**config.mk**
```make
export PLATFORM = sky130hd
export DESIGN_NAME = rcwd_top
export DESIGN_NICKNAME = d
export VERILOG_FILES = /design/src/rtl/rcwd_pkg.sv /design/src/rtl/rcwd_delay.sv /design/src/rtl/rcwd_top.sv
export VERILOG_INCLUDE_DIRS = /design/src /design/src/rtl
export SDC_FILE = /design/constraint.sdc
export NUM_CORES = 1
export LEC_CHECK = 0
export BUFFER_PORTS_ARGS = -buffer_cell sky130_fd_sc_hd__buf_2
export CAP_MARGIN = 5
export CORE_MARGIN = 2
export CORE_UTILIZATION = 54
export CTS_BUF_LIST = sky130_fd_sc_hd__clkbuf_16
export DETAILED_ROUTE_END_ITERATION = 6
export PLACE_DENSITY = 0.8
export SLEW_MARGIN = 10
export SYNTH_ARGS = -nofsm -noshare
export SYNTH_HDL_FRONTEND = slang
export SYNTH_SLANG_ARGS = --single-unit
```
**constraint.sdc**
```tcl
create_clock -name clk_i -period 2.5 [get_ports clk_i]
set_clock_uncertainty 0.1 [all_clocks]
set_input_delay 0.5 -clock clk_i [delete_from_list [all_inputs] [get_ports clk_i]]
set_output_delay 0.5 -clock clk_i [all_outputs]
set_load 0.05 [all_outputs]
```
**src/rtl/rcwd_cfg.svh**
```systemverilog
// Purpose: Offsets, field positions, reset values and timing counts
// Assumes: 20 MHz core clock, 32-bit AXI4-Lite register bus
// Notes: Guarded header, definitions only
`ifndef RCWD_CFG_SVH
`define RCWD_CFG_SVH
// Register byte offsets
`define RCWD_OFF_CAUSE 8'h00
`define RCWD_OFF_CLKCTL 8'h04
`define RCWD_OFF_WAKE 8'h08
`define RCWD_OFF_IRQ_STAT 8'h0c
`define RCWD_OFF_IRQ_MASK 8'h10
// Reset cause register field positions
`define RCWD_BIT_SPLIT 7
`define RCWD_BIT_SWDIP 6
`define RCWD_BIT_RSTOP 4
`define RCWD_BIT_WDEXP 3
`define RCWD_BIT_SLEEP 2
`define RCWD_BIT_PWRUP 1
`define RCWD_BIT_DIP 0
// Clock control field positions
`define RCWD_BIT_XTAL_RDY 3
`define RCWD_BIT_OSC_STB 2
// Reset values
`define RCWD_CAUSE_RST 8'h1c
`define RCWD_OSC_FREQ_RST 3'h4
`define RCWD_DIP_SW_CFG 2'h1
// Timing in ns and clock period in ns
`define RCWD_CLK_NS 50
`define RCWD_CPU_RDY_NS 10000
`define RCWD_PLL_LOCK_NS 2000000
`define RCWD_OSC_SETTLE_NS 1000000
// Crystal start-up in oscillator periods
`define RCWD_XTAL_CYC 1024
`endif

```
**src/rtl/rcwd_pkg.sv**
```systemverilog
// Purpose: Types shared by the reset cause and wake delay block
// Assumes: Constants live in rcwd_cfg.svh
// Notes: Nothing here is imported; use rcwd_pkg::name
package rcwd_pkg;
    // Clock source before wake
    typedef enum logic [1:0] {
        RCWD_FROM_PRIMARY,
        RCWD_FROM_SECONDARY,
        RCWD_FROM_INTERNAL,
        RCWD_FROM_SLEEP
    } rcwd_src_t;
    // Clock mode after wake
    typedef enum logic [2:0] {
        RCWD_TO_SLOW,
        RCWD_TO_MID,
        RCWD_TO_FAST,
        RCWD_TO_PLL,
        RCWD_TO_EXT,
        RCWD_TO_RC,
        RCWD_TO_INT
    } rcwd_mode_t;
    // Reset kind reported by the core
    typedef enum logic [2:0] {
        RCWD_RST_PWRUP,
        RCWD_RST_PIN_RUN,
        RCWD_RST_PIN_PM,
        RCWD_RST_WDOG,
        RCWD_RST_DIP,
        RCWD_RST_OPCODE,
        RCWD_RST_STK_FULL,
        RCWD_RST_STK_UNDER
    } rcwd_kind_t;
    // Phases of a wake
    typedef enum logic [1:0] {
        RCWD_PH_IDLE,
        RCWD_PH_XTAL,
        RCWD_PH_PLL
    } rcwd_phase_t;
    // Wake request from the core
    typedef struct packed {
        logic req;
        rcwd_src_t src;
        rcwd_mode_t mode;
    } rcwd_wake_t;
    // Reset event from the core
    typedef struct packed {
        logic valid;
        rcwd_kind_t kind;
    } rcwd_rst_t;
endpackage : rcwd_pkg

```
**src/rtl/rcwd_delay.sv**
```systemverilog
// Purpose: Down counter that raises done after a loaded cycle count
// Assumes: Same clock as the parent; count of zero means done at once
// Notes: Small leaf used for each concurrent wake delay
`timescale 1ns/100ps
module rcwd_delay #(
    parameter int W = 24
) (
    // Clock and reset
    input wire logic clk_i,
    input wire logic srst_i,
    // Control
    input wire logic load_i,
    input wire logic [W-1:0] count_i,
    // Status
    output logic done_o
);
    // Counter state
    typedef struct packed {
        logic [W-1:0] cnt;
        logic done;
    } rcwd_dly_st_t;
    rcwd_dly_st_t st_reg;
    rcwd_dly_st_t st_next;
    // Next state: load, count down, flag done at zero
    always_comb begin
        st_next = st_reg;
        if (load_i) begin
            st_next.cnt = count_i;
            st_next.done = (count_i == '0);
        end else if (st_reg.cnt != '0) begin
            st_next.cnt = st_reg.cnt - W'(1);
            st_next.done = (st_reg.cnt == W'(1));
        end
    end
    // Register the state
    always_ff @(posedge clk_i) begin
        if (srst_i) begin
            st_reg <= '{cnt: '0, done: 1'b1};
        end else begin
            st_reg <= st_next;
        end
    end
    assign done_o = st_reg.done;
endmodule : rcwd_delay

```
**src/rtl/rcwd_top.sv**
```systemverilog
// Purpose: Wake exit delay timing and reset cause register
// Assumes: 20 MHz clk_i; core events synchronous to clk_i
// Notes: AXI4-Lite slave; read of irq status clears it
// How it works
// - Fixed CPU-ready delay on every wake except internal to internal, run concurrently
// - Internal oscillator frequency resets to 1 MHz
// - Crystal wake: start-up wait, then crystal ready
// - PLL wake: crystal start-up then PLL lock
// - Internal wake: run, set stable after settle
// - Eight reset causes recognised, four with a flag of their own
// - Low five bits are event flags
// - Flags readable together in one register
// - Bit 7 split enable, bit 6 dip, 5 zero
// - Watchdog flag set by powerup/clear/sleep, cleared expiry
// - Dip enable works only in config 01
// - Power-up clears powerup flag, never hardware sets
//
// Implementation choices: the placing of the registers and the AXI4-Lite interface to the registers.
`timescale 1ns/100ps
`include "rcwd_cfg.svh"
module rcwd_top #(
    parameter int XTAL_CYC = `RCWD_XTAL_CYC,
    parameter int PLL_CYC = `RCWD_PLL_LOCK_NS / `RCWD_CLK_NS,
    parameter int SETTLE_CYC = `RCWD_OSC_SETTLE_NS / `RCWD_CLK_NS
) (
    // Clock and reset
    input wire logic clk_i,
    input wire logic srst_i,
    // AXI4-Lite write address and data
    input wire logic [7:0] s_awaddr_i,
    input wire logic s_awvalid_i,
    output logic s_awready_o,
    input wire logic [31:0] s_wdata_i,
    input wire logic [3:0] s_wstrb_i,
    input wire logic s_wvalid_i,
    output logic s_wready_o,
    // AXI4-Lite write response
    output logic [1:0] s_bresp_o,
    output logic s_bvalid_o,
    input wire logic s_bready_i,
    // AXI4-Lite read
    input wire logic [7:0] s_araddr_i,
    input wire logic s_arvalid_i,
    output logic s_arready_o,
    output logic [31:0] s_rdata_o,
    output logic [1:0] s_rresp_o,
    output logic s_rvalid_o,
    input wire logic s_rready_i,
    // Core events
    input wire rcwd_pkg::rcwd_wake_t wake_i,
    input wire rcwd_pkg::rcwd_rst_t rst_ev_i,
    input wire logic wdog_clear_i,
    input wire logic sleep_op_i,
    input wire logic [1:0] dip_cfg_i,
    // Core outputs
    output logic exec_ok_o,
    output logic dip_enable_o,
    output logic irq_split_o,
    output logic irq_o
);
    // Cycle counts from times, rounded up for least times
    localparam int CPU_CYC =
        (`RCWD_CPU_RDY_NS + `RCWD_CLK_NS - 1) / `RCWD_CLK_NS;
    localparam int DW = 24;

    // All state of the block
    typedef struct packed {
        logic awready;
        logic wready;
        logic bvalid;
        logic arready;
        logic rvalid;
        logic [31:0] rdata;
        logic [1:0] rresp;
        logic [1:0] bresp;
        logic aw_got;
        logic w_got;
        logic [7:0] aw_addr;
        logic [31:0] w_data;
        logic [3:0] w_strb;
        logic [7:0] cause;
        logic dip_sw_ok;
        logic dip_en;
        logic xtal_rdy;
        logic osc_stb;
        logic [2:0] osc_freq;
        rcwd_pkg::rcwd_phase_t phase;
        logic settling;
        logic [2:0] last_src;
        logic exec_ok;
        logic [1:0] irq_stat;
        logic [1:0] irq_mask;
        logic irq;
    } rcwd_st_t;
    rcwd_st_t st_reg;
    rcwd_st_t st_next;

    // Delay timer controls
    logic cpu_load;
    logic osc_load;
    logic [DW-1:0] osc_count;
    logic cpu_done;
    logic osc_done;

    // True when the target mode needs crystal start-up
    function automatic logic is_xtal(input rcwd_pkg::rcwd_mode_t m);
        is_xtal = (m == rcwd_pkg::RCWD_TO_SLOW) ||
                  (m == rcwd_pkg::RCWD_TO_MID) ||
                  (m == rcwd_pkg::RCWD_TO_FAST) ||
                  (m == rcwd_pkg::RCWD_TO_PLL);
    endfunction : is_xtal

    // Merge a byte-enabled write into an old word
    function automatic logic [31:0] merge(input logic [31:0] old,
                                          input logic [31:0] nw,
                                          input logic [3:0] be);
        merge = old;
        for (int i = 0; i < 4; i++) begin
            if (be[i]) begin
                merge[i*8 +: 8] = nw[i*8 +: 8];
            end
        end
    endfunction : merge

    // CPU-ready timer, started on every wake except internal to internal
    rcwd_delay #(.W(DW)) u_cpu_dly (
        .clk_i(clk_i),
        .srst_i(srst_i),
        .load_i(cpu_load),
        .count_i(DW'(CPU_CYC)),
        .done_o(cpu_done)
    );
    // Oscillator timer, shared by crystal, PLL and settle phases
    rcwd_delay #(.W(DW)) u_osc_dly (
        .clk_i(clk_i),
        .srst_i(srst_i),
        .load_i(osc_load),
        .count_i(osc_count),
        .done_o(osc_done)
    );

    // Next state
    always_comb begin
        logic wr_fire;
        logic [31:0] wv;
        logic [1:0] ev;
        rcwd_pkg::rcwd_mode_t md;
        rcwd_pkg::rcwd_src_t sr;
        wr_fire = 1'b0;
        wv = '0;
        ev = '0;
        md = wake_i.mode;
        sr = wake_i.src;
        st_next = st_reg;
        cpu_load = 1'b0;
        osc_load = 1'b0;
        osc_count = '0;

        // Write channel capture, either order
        if (s_awvalid_i && st_reg.awready) begin
            st_next.awready = 1'b0;
            st_next.aw_got = 1'b1;
            st_next.aw_addr = s_awaddr_i;
        end
        if (s_wvalid_i && st_reg.wready) begin
            st_next.wready = 1'b0;
            st_next.w_got = 1'b1;
            st_next.w_data = s_wdata_i;
            st_next.w_strb = s_wstrb_i;
        end
        // Perform write once both halves are held
        if (st_reg.aw_got && st_reg.w_got && !st_reg.bvalid) begin
            wr_fire = 1'b1;
            st_next.aw_got = 1'b0;
            st_next.w_got = 1'b0;
            st_next.bvalid = 1'b1;
            st_next.bresp = 2'h0;
        end
        if (st_reg.bvalid && s_bready_i) begin
            st_next.bvalid = 1'b0;
            st_next.awready = 1'b1;
            st_next.wready = 1'b1;
        end
        if (wr_fire) begin
            unique case (st_reg.aw_addr)
                `RCWD_OFF_CAUSE: begin
                    // Software restores flags and control bits
                    wv = merge({24'h0, st_reg.cause}, st_reg.w_data,
                               st_reg.w_strb);
                    st_next.cause = wv[7:0];
                    st_next.cause[5] = 1'b0;
                    // Hardware owns the watchdog and sleep flags
                    st_next.cause[`RCWD_BIT_WDEXP] =
                        st_reg.cause[`RCWD_BIT_WDEXP];
                    st_next.cause[`RCWD_BIT_SLEEP] =
                        st_reg.cause[`RCWD_BIT_SLEEP];
                end
                `RCWD_OFF_CLKCTL: begin
                    // Frequency select field in bits 6:4
                    wv = merge({25'h0, st_reg.osc_freq, 4'h0},
                               st_reg.w_data, st_reg.w_strb);
                    st_next.osc_freq = wv[6:4];
                end
                `RCWD_OFF_IRQ_MASK: begin
                    wv = merge({30'h0, st_reg.irq_mask}, st_reg.w_data,
                               st_reg.w_strb);
                    st_next.irq_mask = wv[1:0];
                end
                default: begin
                    st_next.bresp = 2'h2;
                end
            endcase
        end

        // Reset cause recording
        if (rst_ev_i.valid) begin
            unique case (rst_ev_i.kind)
                rcwd_pkg::RCWD_RST_PWRUP: begin
                    st_next.cause[`RCWD_BIT_PWRUP] = 1'b0;
                    st_next.cause[`RCWD_BIT_WDEXP] = 1'b1;
                    st_next.cause[`RCWD_BIT_SLEEP] = 1'b1;
                    st_next.osc_freq = `RCWD_OSC_FREQ_RST;
                end
                rcwd_pkg::RCWD_RST_WDOG: begin
                    st_next.cause[`RCWD_BIT_WDEXP] = 1'b0;
                end
                rcwd_pkg::RCWD_RST_DIP: begin
                    st_next.cause[`RCWD_BIT_DIP] = 1'b0;
                end
                rcwd_pkg::RCWD_RST_OPCODE: begin
                    st_next.cause[`RCWD_BIT_RSTOP] = 1'b0;
                end
                rcwd_pkg::RCWD_RST_PIN_RUN,
                rcwd_pkg::RCWD_RST_PIN_PM,
                rcwd_pkg::RCWD_RST_STK_FULL,
                rcwd_pkg::RCWD_RST_STK_UNDER: begin
                    st_next.osc_freq = `RCWD_OSC_FREQ_RST;
                end
            endcase
            if (rst_ev_i.kind != rcwd_pkg::RCWD_RST_PWRUP) begin
                st_next.osc_freq = `RCWD_OSC_FREQ_RST;
            end
            ev[0] = 1'b1;
        end
        // Watchdog clear or sleep opcode sets the flag
        if (wdog_clear_i || sleep_op_i) begin
            st_next.cause[`RCWD_BIT_WDEXP] = 1'b1;
        end
        if (sleep_op_i) begin
            st_next.cause[`RCWD_BIT_SLEEP] = 1'b0;
        end
        // Dip enable only honoured in software config
        st_next.dip_sw_ok = (dip_cfg_i == `RCWD_DIP_SW_CFG);
        // Registered copy so the enable pin comes from a flop
        st_next.dip_en = st_next.cause[`RCWD_BIT_SWDIP] &&
                         st_next.dip_sw_ok;

        // Wake sequencing
        if (wake_i.req) begin
            ev[1] = 1'b1;
            st_next.exec_ok = 1'b0;
            cpu_load = 1'b1;
            st_next.settling = 1'b0;
            st_next.phase = rcwd_pkg::RCWD_PH_IDLE;
            if (sr == rcwd_pkg::RCWD_FROM_PRIMARY) begin
                // Clock kept running: CPU delay only
                st_next.xtal_rdy = (md != rcwd_pkg::RCWD_TO_INT);
                st_next.osc_stb = (md == rcwd_pkg::RCWD_TO_INT);
            end else if (is_xtal(md)) begin
                st_next.xtal_rdy = 1'b0;
                st_next.osc_stb = 1'b0;
                osc_load = 1'b1;
                osc_count = DW'(XTAL_CYC);
                st_next.phase = rcwd_pkg::RCWD_PH_XTAL;
            end else if (md == rcwd_pkg::RCWD_TO_INT) begin
                st_next.xtal_rdy = 1'b0;
                if (sr == rcwd_pkg::RCWD_FROM_INTERNAL) begin
                    // Same source: no exit delay, stable stays
                    cpu_load = 1'b0;
                    st_next.exec_ok = 1'b1;
                    // Oscillator never stopped, so it reads as settled
                    st_next.osc_stb = 1'b1;
                end else begin
                    st_next.osc_stb = 1'b0;
                    osc_load = 1'b1;
                    osc_count = DW'(SETTLE_CYC);
                    st_next.settling = 1'b1;
                end
            end else begin
                // External or RC target: CPU delay only
                st_next.xtal_rdy = 1'b1;
                st_next.osc_stb = 1'b0;
            end
        end else begin
            unique case (st_reg.phase)
                rcwd_pkg::RCWD_PH_IDLE: begin
                    if (st_reg.settling && osc_done && !osc_load) begin
                        st_next.osc_stb = 1'b1;
                        st_next.settling = 1'b0;
                    end
                end
                rcwd_pkg::RCWD_PH_XTAL: begin
                    if (osc_done) begin
                        if (st_reg.last_src[2:0] ==
                            3'(rcwd_pkg::RCWD_TO_PLL)) begin
                            osc_load = 1'b1;
                            osc_count = DW'(PLL_CYC);
                            st_next.phase = rcwd_pkg::RCWD_PH_PLL;
                        end else begin
                            st_next.xtal_rdy = 1'b1;
                            st_next.phase = rcwd_pkg::RCWD_PH_IDLE;
                        end
                    end
                end
                rcwd_pkg::RCWD_PH_PLL: begin
                    if (osc_done && !osc_load) begin
                        st_next.xtal_rdy = 1'b1;
                        st_next.phase = rcwd_pkg::RCWD_PH_IDLE;
                    end
                end
            endcase
            // Execution once CPU delay and any blocking phase end
            if (cpu_done && !st_reg.exec_ok &&
                st_reg.phase == rcwd_pkg::RCWD_PH_IDLE) begin
                st_next.exec_ok = 1'b1;
            end
        end
        if (wake_i.req) begin
            st_next.last_src = 3'(md);
        end

        // Read channel
        if (s_arvalid_i && st_reg.arready) begin
            st_next.arready = 1'b0;
            st_next.rvalid = 1'b1;
            st_next.rresp = 2'h0;
            unique case (s_araddr_i)
                `RCWD_OFF_CAUSE: begin
                    // All flags together in one word
                    st_next.rdata = {24'h0, st_reg.cause};
                    st_next.rdata[`RCWD_BIT_SWDIP] =
                        st_reg.cause[`RCWD_BIT_SWDIP] &&
                        st_reg.dip_sw_ok;
                end
                `RCWD_OFF_CLKCTL: begin
                    st_next.rdata = {25'h0, st_reg.osc_freq,
                        st_reg.xtal_rdy, st_reg.osc_stb, 2'h0};
                end
                `RCWD_OFF_WAKE: begin
                    st_next.rdata = {29'h0, st_reg.phase, st_reg.exec_ok};
                end
                `RCWD_OFF_IRQ_STAT: begin
                    st_next.rdata = {30'h0, st_reg.irq_stat};
                    st_next.irq_stat = 2'h0;
                end
                `RCWD_OFF_IRQ_MASK: begin
                    st_next.rdata = {30'h0, st_reg.irq_mask};
                end
                default: begin
                    st_next.rdata = '0;
                    st_next.rresp = 2'h2;
                end
            endcase
        end
        if (st_reg.rvalid && s_rready_i) begin
            st_next.rvalid = 1'b0;
            st_next.arready = 1'b1;
        end
        // Events win over read clear
        st_next.irq_stat = st_next.irq_stat | ev;
        st_next.irq = |(st_next.irq_stat & st_next.irq_mask);
    end

    // Register all state
    always_ff @(posedge clk_i) begin
        if (srst_i) begin
            st_reg <= '0;
            st_reg.awready <= 1'b1;
            st_reg.wready <= 1'b1;
            st_reg.arready <= 1'b1;
            st_reg.cause <= `RCWD_CAUSE_RST;
            st_reg.osc_freq <= `RCWD_OSC_FREQ_RST;
            st_reg.exec_ok <= 1'b1;
            st_reg.phase <= rcwd_pkg::RCWD_PH_IDLE;
        end else begin
            st_reg <= st_next;
        end
    end

    // Outputs straight from state
    assign s_awready_o = st_reg.awready;
    assign s_wready_o = st_reg.wready;
    assign s_bvalid_o = st_reg.bvalid;
    assign s_bresp_o = st_reg.bresp;
    assign s_arready_o = st_reg.arready;
    assign s_rvalid_o = st_reg.rvalid;
    assign s_rdata_o = st_reg.rdata;
    assign s_rresp_o = st_reg.rresp;
    assign exec_ok_o = st_reg.exec_ok;
    assign dip_enable_o = st_reg.dip_en;
    assign irq_split_o = st_reg.cause[`RCWD_BIT_SPLIT];
    assign irq_o = st_reg.irq;

    // Wake to a clock kept running holds execution off for at least 8 cycles
    property p_cpu_delay;
        @(posedge clk_i) disable iff (srst_i)
        (wake_i.req && wake_i.src == rcwd_pkg::RCWD_FROM_PRIMARY)
        |=> !exec_ok_o [*8];
    endproperty
    a_cpu_delay: assert property (p_cpu_delay)
        else $error("exec allowed before cpu delay");

    // Internal to internal wake runs at once
    property p_int_int;
        @(posedge clk_i) disable iff (srst_i)
        (wake_i.req && wake_i.src == rcwd_pkg::RCWD_FROM_INTERNAL &&
         wake_i.mode == rcwd_pkg::RCWD_TO_INT) |=> exec_ok_o;
    endproperty
    a_int_int: assert property (p_int_int)
        else $error("internal wake delayed");

    // Watchdog reset clears its flag
    property p_wdog;
        @(posedge clk_i) disable iff (srst_i)
        (rst_ev_i.valid && rst_ev_i.kind == rcwd_pkg::RCWD_RST_WDOG &&
         !wdog_clear_i && !sleep_op_i) |=> !st_reg.cause[3];
    endproperty
    a_wdog: assert property (p_wdog)
        else $error("watchdog flag not cleared");

    // Power-up clears the power-up flag
    property p_pwrup;
        @(posedge clk_i) disable iff (srst_i)
        (rst_ev_i.valid && rst_ev_i.kind == rcwd_pkg::RCWD_RST_PWRUP)
        |=> !st_reg.cause[1];
    endproperty
    a_pwrup: assert property (p_pwrup)
        else $error("power-up flag not cleared");

    // Dip enable only out when config is software
    property p_dip;
        @(posedge clk_i) disable iff (srst_i)
        dip_enable_o |-> $past(dip_cfg_i) == `RCWD_DIP_SW_CFG;
    endproperty
    a_dip: assert property (p_dip)
        else $error("dip enable outside software config");

    // Bit 5 never set
    property p_bit5;
        @(posedge clk_i) disable iff (srst_i) !st_reg.cause[5];
    endproperty
    a_bit5: assert property (p_bit5)
        else $error("unimplemented bit set");

    // Crystal wake drops ready, which stays low for a while
    property p_xtal;
        @(posedge clk_i) disable iff (srst_i)
        (wake_i.req && wake_i.src != rcwd_pkg::RCWD_FROM_PRIMARY &&
         is_xtal(wake_i.mode)) |=> !st_reg.xtal_rdy [*8];
    endproperty
    a_xtal: assert property (p_xtal)
        else $error("crystal ready too early");

    // Settling wake from sleep does not set stable at once
    property p_settle;
        @(posedge clk_i) disable iff (srst_i)
        (wake_i.req && wake_i.src == rcwd_pkg::RCWD_FROM_SLEEP &&
         wake_i.mode == rcwd_pkg::RCWD_TO_INT) |=> !st_reg.osc_stb;
    endproperty
    a_settle: assert property (p_settle)
        else $error("stable set at once");
endmodule : rcwd_top

```
==> results.cfg <==
[outcome]
run_status = finished, final reports clean

[timing]
whs_ns = 0.2462
hold_viol = 0
slew-limit-headroom = 0.6072
finalMaxSlewViolations = 0
period_minus_slack_ns = 2.399
max_freq_mhz = 416.8
final.setup.tns_ns = 0
setup_viol = 0
fin_crit_sh = 0.9597
worst_pin_slew_ns = 0.5844
rsz0062_at_grt = false

[route]
vias = 4548
routedWlPerCell_um = 14.15
dr.pass1.iters = 6
via_per_inst = 5.678
finalWirelength_um = 11340
drt_iter0_drc = 260
drc = 0
postRouteAntennaNets = 0

[synth]
ys_async_sr_fraction = 0
synth-warning-count = 0
synth_common_cells = dfxtp_1 (109), nand2_1 (61), a21oi_1 (58)
synth.most_common_cell = dfxtp_1
synth_edf_count = 0
syn_inst = 615
yosysTopAreaCell = dfxtp_1
synth_ff_type = dfxtp_1
ys_types = 73
ys_ff_latch = 109
synth_top_area_frac = 0.4155
ys_seq_area_frac = 0.4155
synth_area_leaders = dfxtp_1 (42%), a21oi_1 (5.5%), buf_4 (5.3%)
netlist_area_mm2 = 0.005251
synth_area_per_cell_um2 = 8.539

[floorplanning]
die_h_um = 102.6
die_width_um = 102.6
fp-row-count = 35
initial_utilization = 0.5630
core_area_mm2 = 0.009328
design.die.area_mm2 = 0.01053
num_io_pins = 118

[worst_setup_path]
r2r_cells = 6
cp-end-kind = flop
r2r_slack_ns = 0.10
rr_startpoint = u_cpu_dly.st_reg[3]$_SDFFE_PP0P_
critPathLaunchType = flop
r2r-end = u_cpu_dly.st_reg[18]$_SDFFE_PP0P_
critPathKind = reg2reg
critPathRequiredTime_ns = 2.68
cp_max_fo = 13
cp.arrival_ns = 2.58

[worst_hold_path]
hold_end = st_reg[22]$_SDFFE_PP1P_
hold_depth = 2
min_path_type = in2reg
min_from = wdog_clear_i

[cells_and_area]
multi_input_area_mm2 = 0.002728
drive_gt1_frac = 0.1890
regArea_mm2 = 0.002182
fin_cells = 801
fillers = 792
nets = 745
area_delta_synth_final_pct = 11.70
largest_reg_flops = 39
utilization = 0.6288
diodes = 0
fin_area_mm2 = 0.005866

[grt]
grt_pass1_vias = 4108
grt_max_degree = 57
antenna_found_initial = 0
grt_pass1_wl_um = 18430
grt-ovfl-total = 0
grt_usage = 0.2166

[clock_network]
clock_path_buffers = 2
cts_root_buf = clkbuf_16
numCtsBuffers = 9
clkSinkCount = 109
h-tree-depth = 3
clk_pin_slew_worst_paths_ns = 0.08
clkLatencyLatePin_ns = 0.34
cts_tree = built

[placed_design]
port_buffers = 63
dp_cells = 784
dpl-instance-area_mm2 = 0.005559
dpl.hpwl_um = 8290
place_congestion = 0.9047

[power_and_ir_drop]
powerDensity_mw_per_mm2 = 1021
ir_drop_mv = 0.4782
power_leakage_nw = 2.447

[flow_run]
max_cap_violations = 0
[per-layer routing]
layer	track usage	up-vias	part of all wire
met5	0	-	0
met4	0.05846	0	0.017
met3	0.04203	17	0.040
met2	0.3876	108	0.49
met1	0.2658	2150	0.45
li1	-	2273	-
[placed cells by master (no fill, tap or decap), drive strengths merged, types with 2 or more instances in the layout]
cell | synthesis | layout
o211ai | 5 | 5
o41ai | 2 | 2
a31oi | 5 | 5
nand2b | 3 | 3
nand4 | 5 | 5
xor2 | 7 | 7
nor2 | 46 | 46
or2 | 8 | 8
o21a | 3 | 3
buf | 40 | 78
nand2 | 61 | 61
and2 | 3 | 3
or3 | 18 | 18
o31ai | 12 | 12
nand3 | 23 | 23
nor3 | 18 | 18
ha | 5 | 5
nand3b | 3 | 3
o2111ai | 2 | 2
and4b | 2 | 2
mux2 | 3 | 3
or4 | 21 | 21
clkinv | 0 | 2
conb | 1 | 25
dfxtp | 109 | 109
inv | 18 | 23
clkbuf | 21 | 9
mux2i | 21 | 21
a2bb2oi | 2 | 2
o21ai | 28 | 28
nor3b | 3 | 3
nor2b | 4 | 4
a211oi | 2 | 2
o21ba | 2 | 2
xnor2 | 7 | 7
a21oi | 63 | 63
nor4 | 15 | 15
a221oi | 2 | 2
nand4b | 3 | 3
[repair_timing]
item	in CTS	in global routing
endpoints found under the setup margin	0	8
resized for setup	0	2
setup buffers	0	1
hold buffers	0	0
[worst max path at each step]
stage / startpoint / to / cells after the start
floorplan: u_cpu_dly.st_reg[13]$_SDFFE_PP0P_ / u_cpu_dly.st_reg[16]$_SDFFE_PP0P_ / 7
global placement: u_cpu_dly.st_reg[4]$_SDFFE_PP0P_ / u_cpu_dly.st_reg[22]$_SDFFE_PP0P_ / 6
detailed placement: u_cpu_dly.st_reg[4]$_SDFFE_PP0P_ / u_cpu_dly.st_reg[18]$_SDFFE_PP0P_ / 6
CTS: u_cpu_dly.st_reg[3]$_SDFFE_PP0P_ / u_cpu_dly.st_reg[18]$_SDFFE_PP0P_ / 6
global route: u_osc_dly.st_reg[5]$_SDFFE_PP0P_ / u_osc_dly.st_reg[21]$_SDFFE_PP0P_ / 4
finish: u_cpu_dly.st_reg[3]$_SDFFE_PP0P_ / u_cpu_dly.st_reg[18]$_SDFFE_PP0P_ / 6
[power breakdown]
part / switching (mW) / leakage, nW / total [mW] / internal, mW
Clock: 0.671 / 0.142 / 1.37 / 0.700
Sequential: 0.274 / 0.891 / 2.27 / 1.99
Combinational: 1.38 / 1.41 / 2.35 / 0.974
Total: 2.32 / 2.45 / 5.99 / 3.67
[logic make-up (layout without fill, tap and decap cells)]
kind of cell / Yosys count / in the layout / synth area share
AO/OA/AOI/OAI: 141 / 141 / 0.1711
XOR/XNOR: 14 / 14 / 0.02335
adder cells (fa/ha/maj): 5 / 5 / 0.01191
buffers and inverters: 79 / 112 / 0.08458
flip-flops: 109 / 109 / 0.4155
multiplexers: 24 / 24 / 0.04646
other: 1 / 25 / 0.0007141
AND/OR/NAND/NOR: 242 / 242 / 0.2464
[critical path, cell delays in order, from the launching register on]
cell and delay [ns]:
dfxtp_1 0.35, or4_1 0.60, nor4_4 0.23, o2111ai_2 0.16, buf_4 0.20, or4_2 0.55, a21oi_2 0.14
[layout make-up]
type | instances | share of cell area
clock buffer | 9 | 0.03840
tap | 129 | 0.02752
multi-input combinational | 451 | 0.4650
sequential | 109 | 0.3720
clock inverter | 7 | 0.01045
timing repair buffer | 78 | 0.07509
inverter | 18 | 0.01152
[per-stage QoR]
stage | setup WS (ns) | total power, mW
floorplan | 0.2208 | 4.061
global placement | 0.09024 | 4.468
detailed placement | 0.06792 | 4.557
CTS | 0.04695 | 5.927
global route | 0.001579 | 6.371
finish | 0.1009 | 5.987
Note: power is estimated with default switching activity, not from simulation.
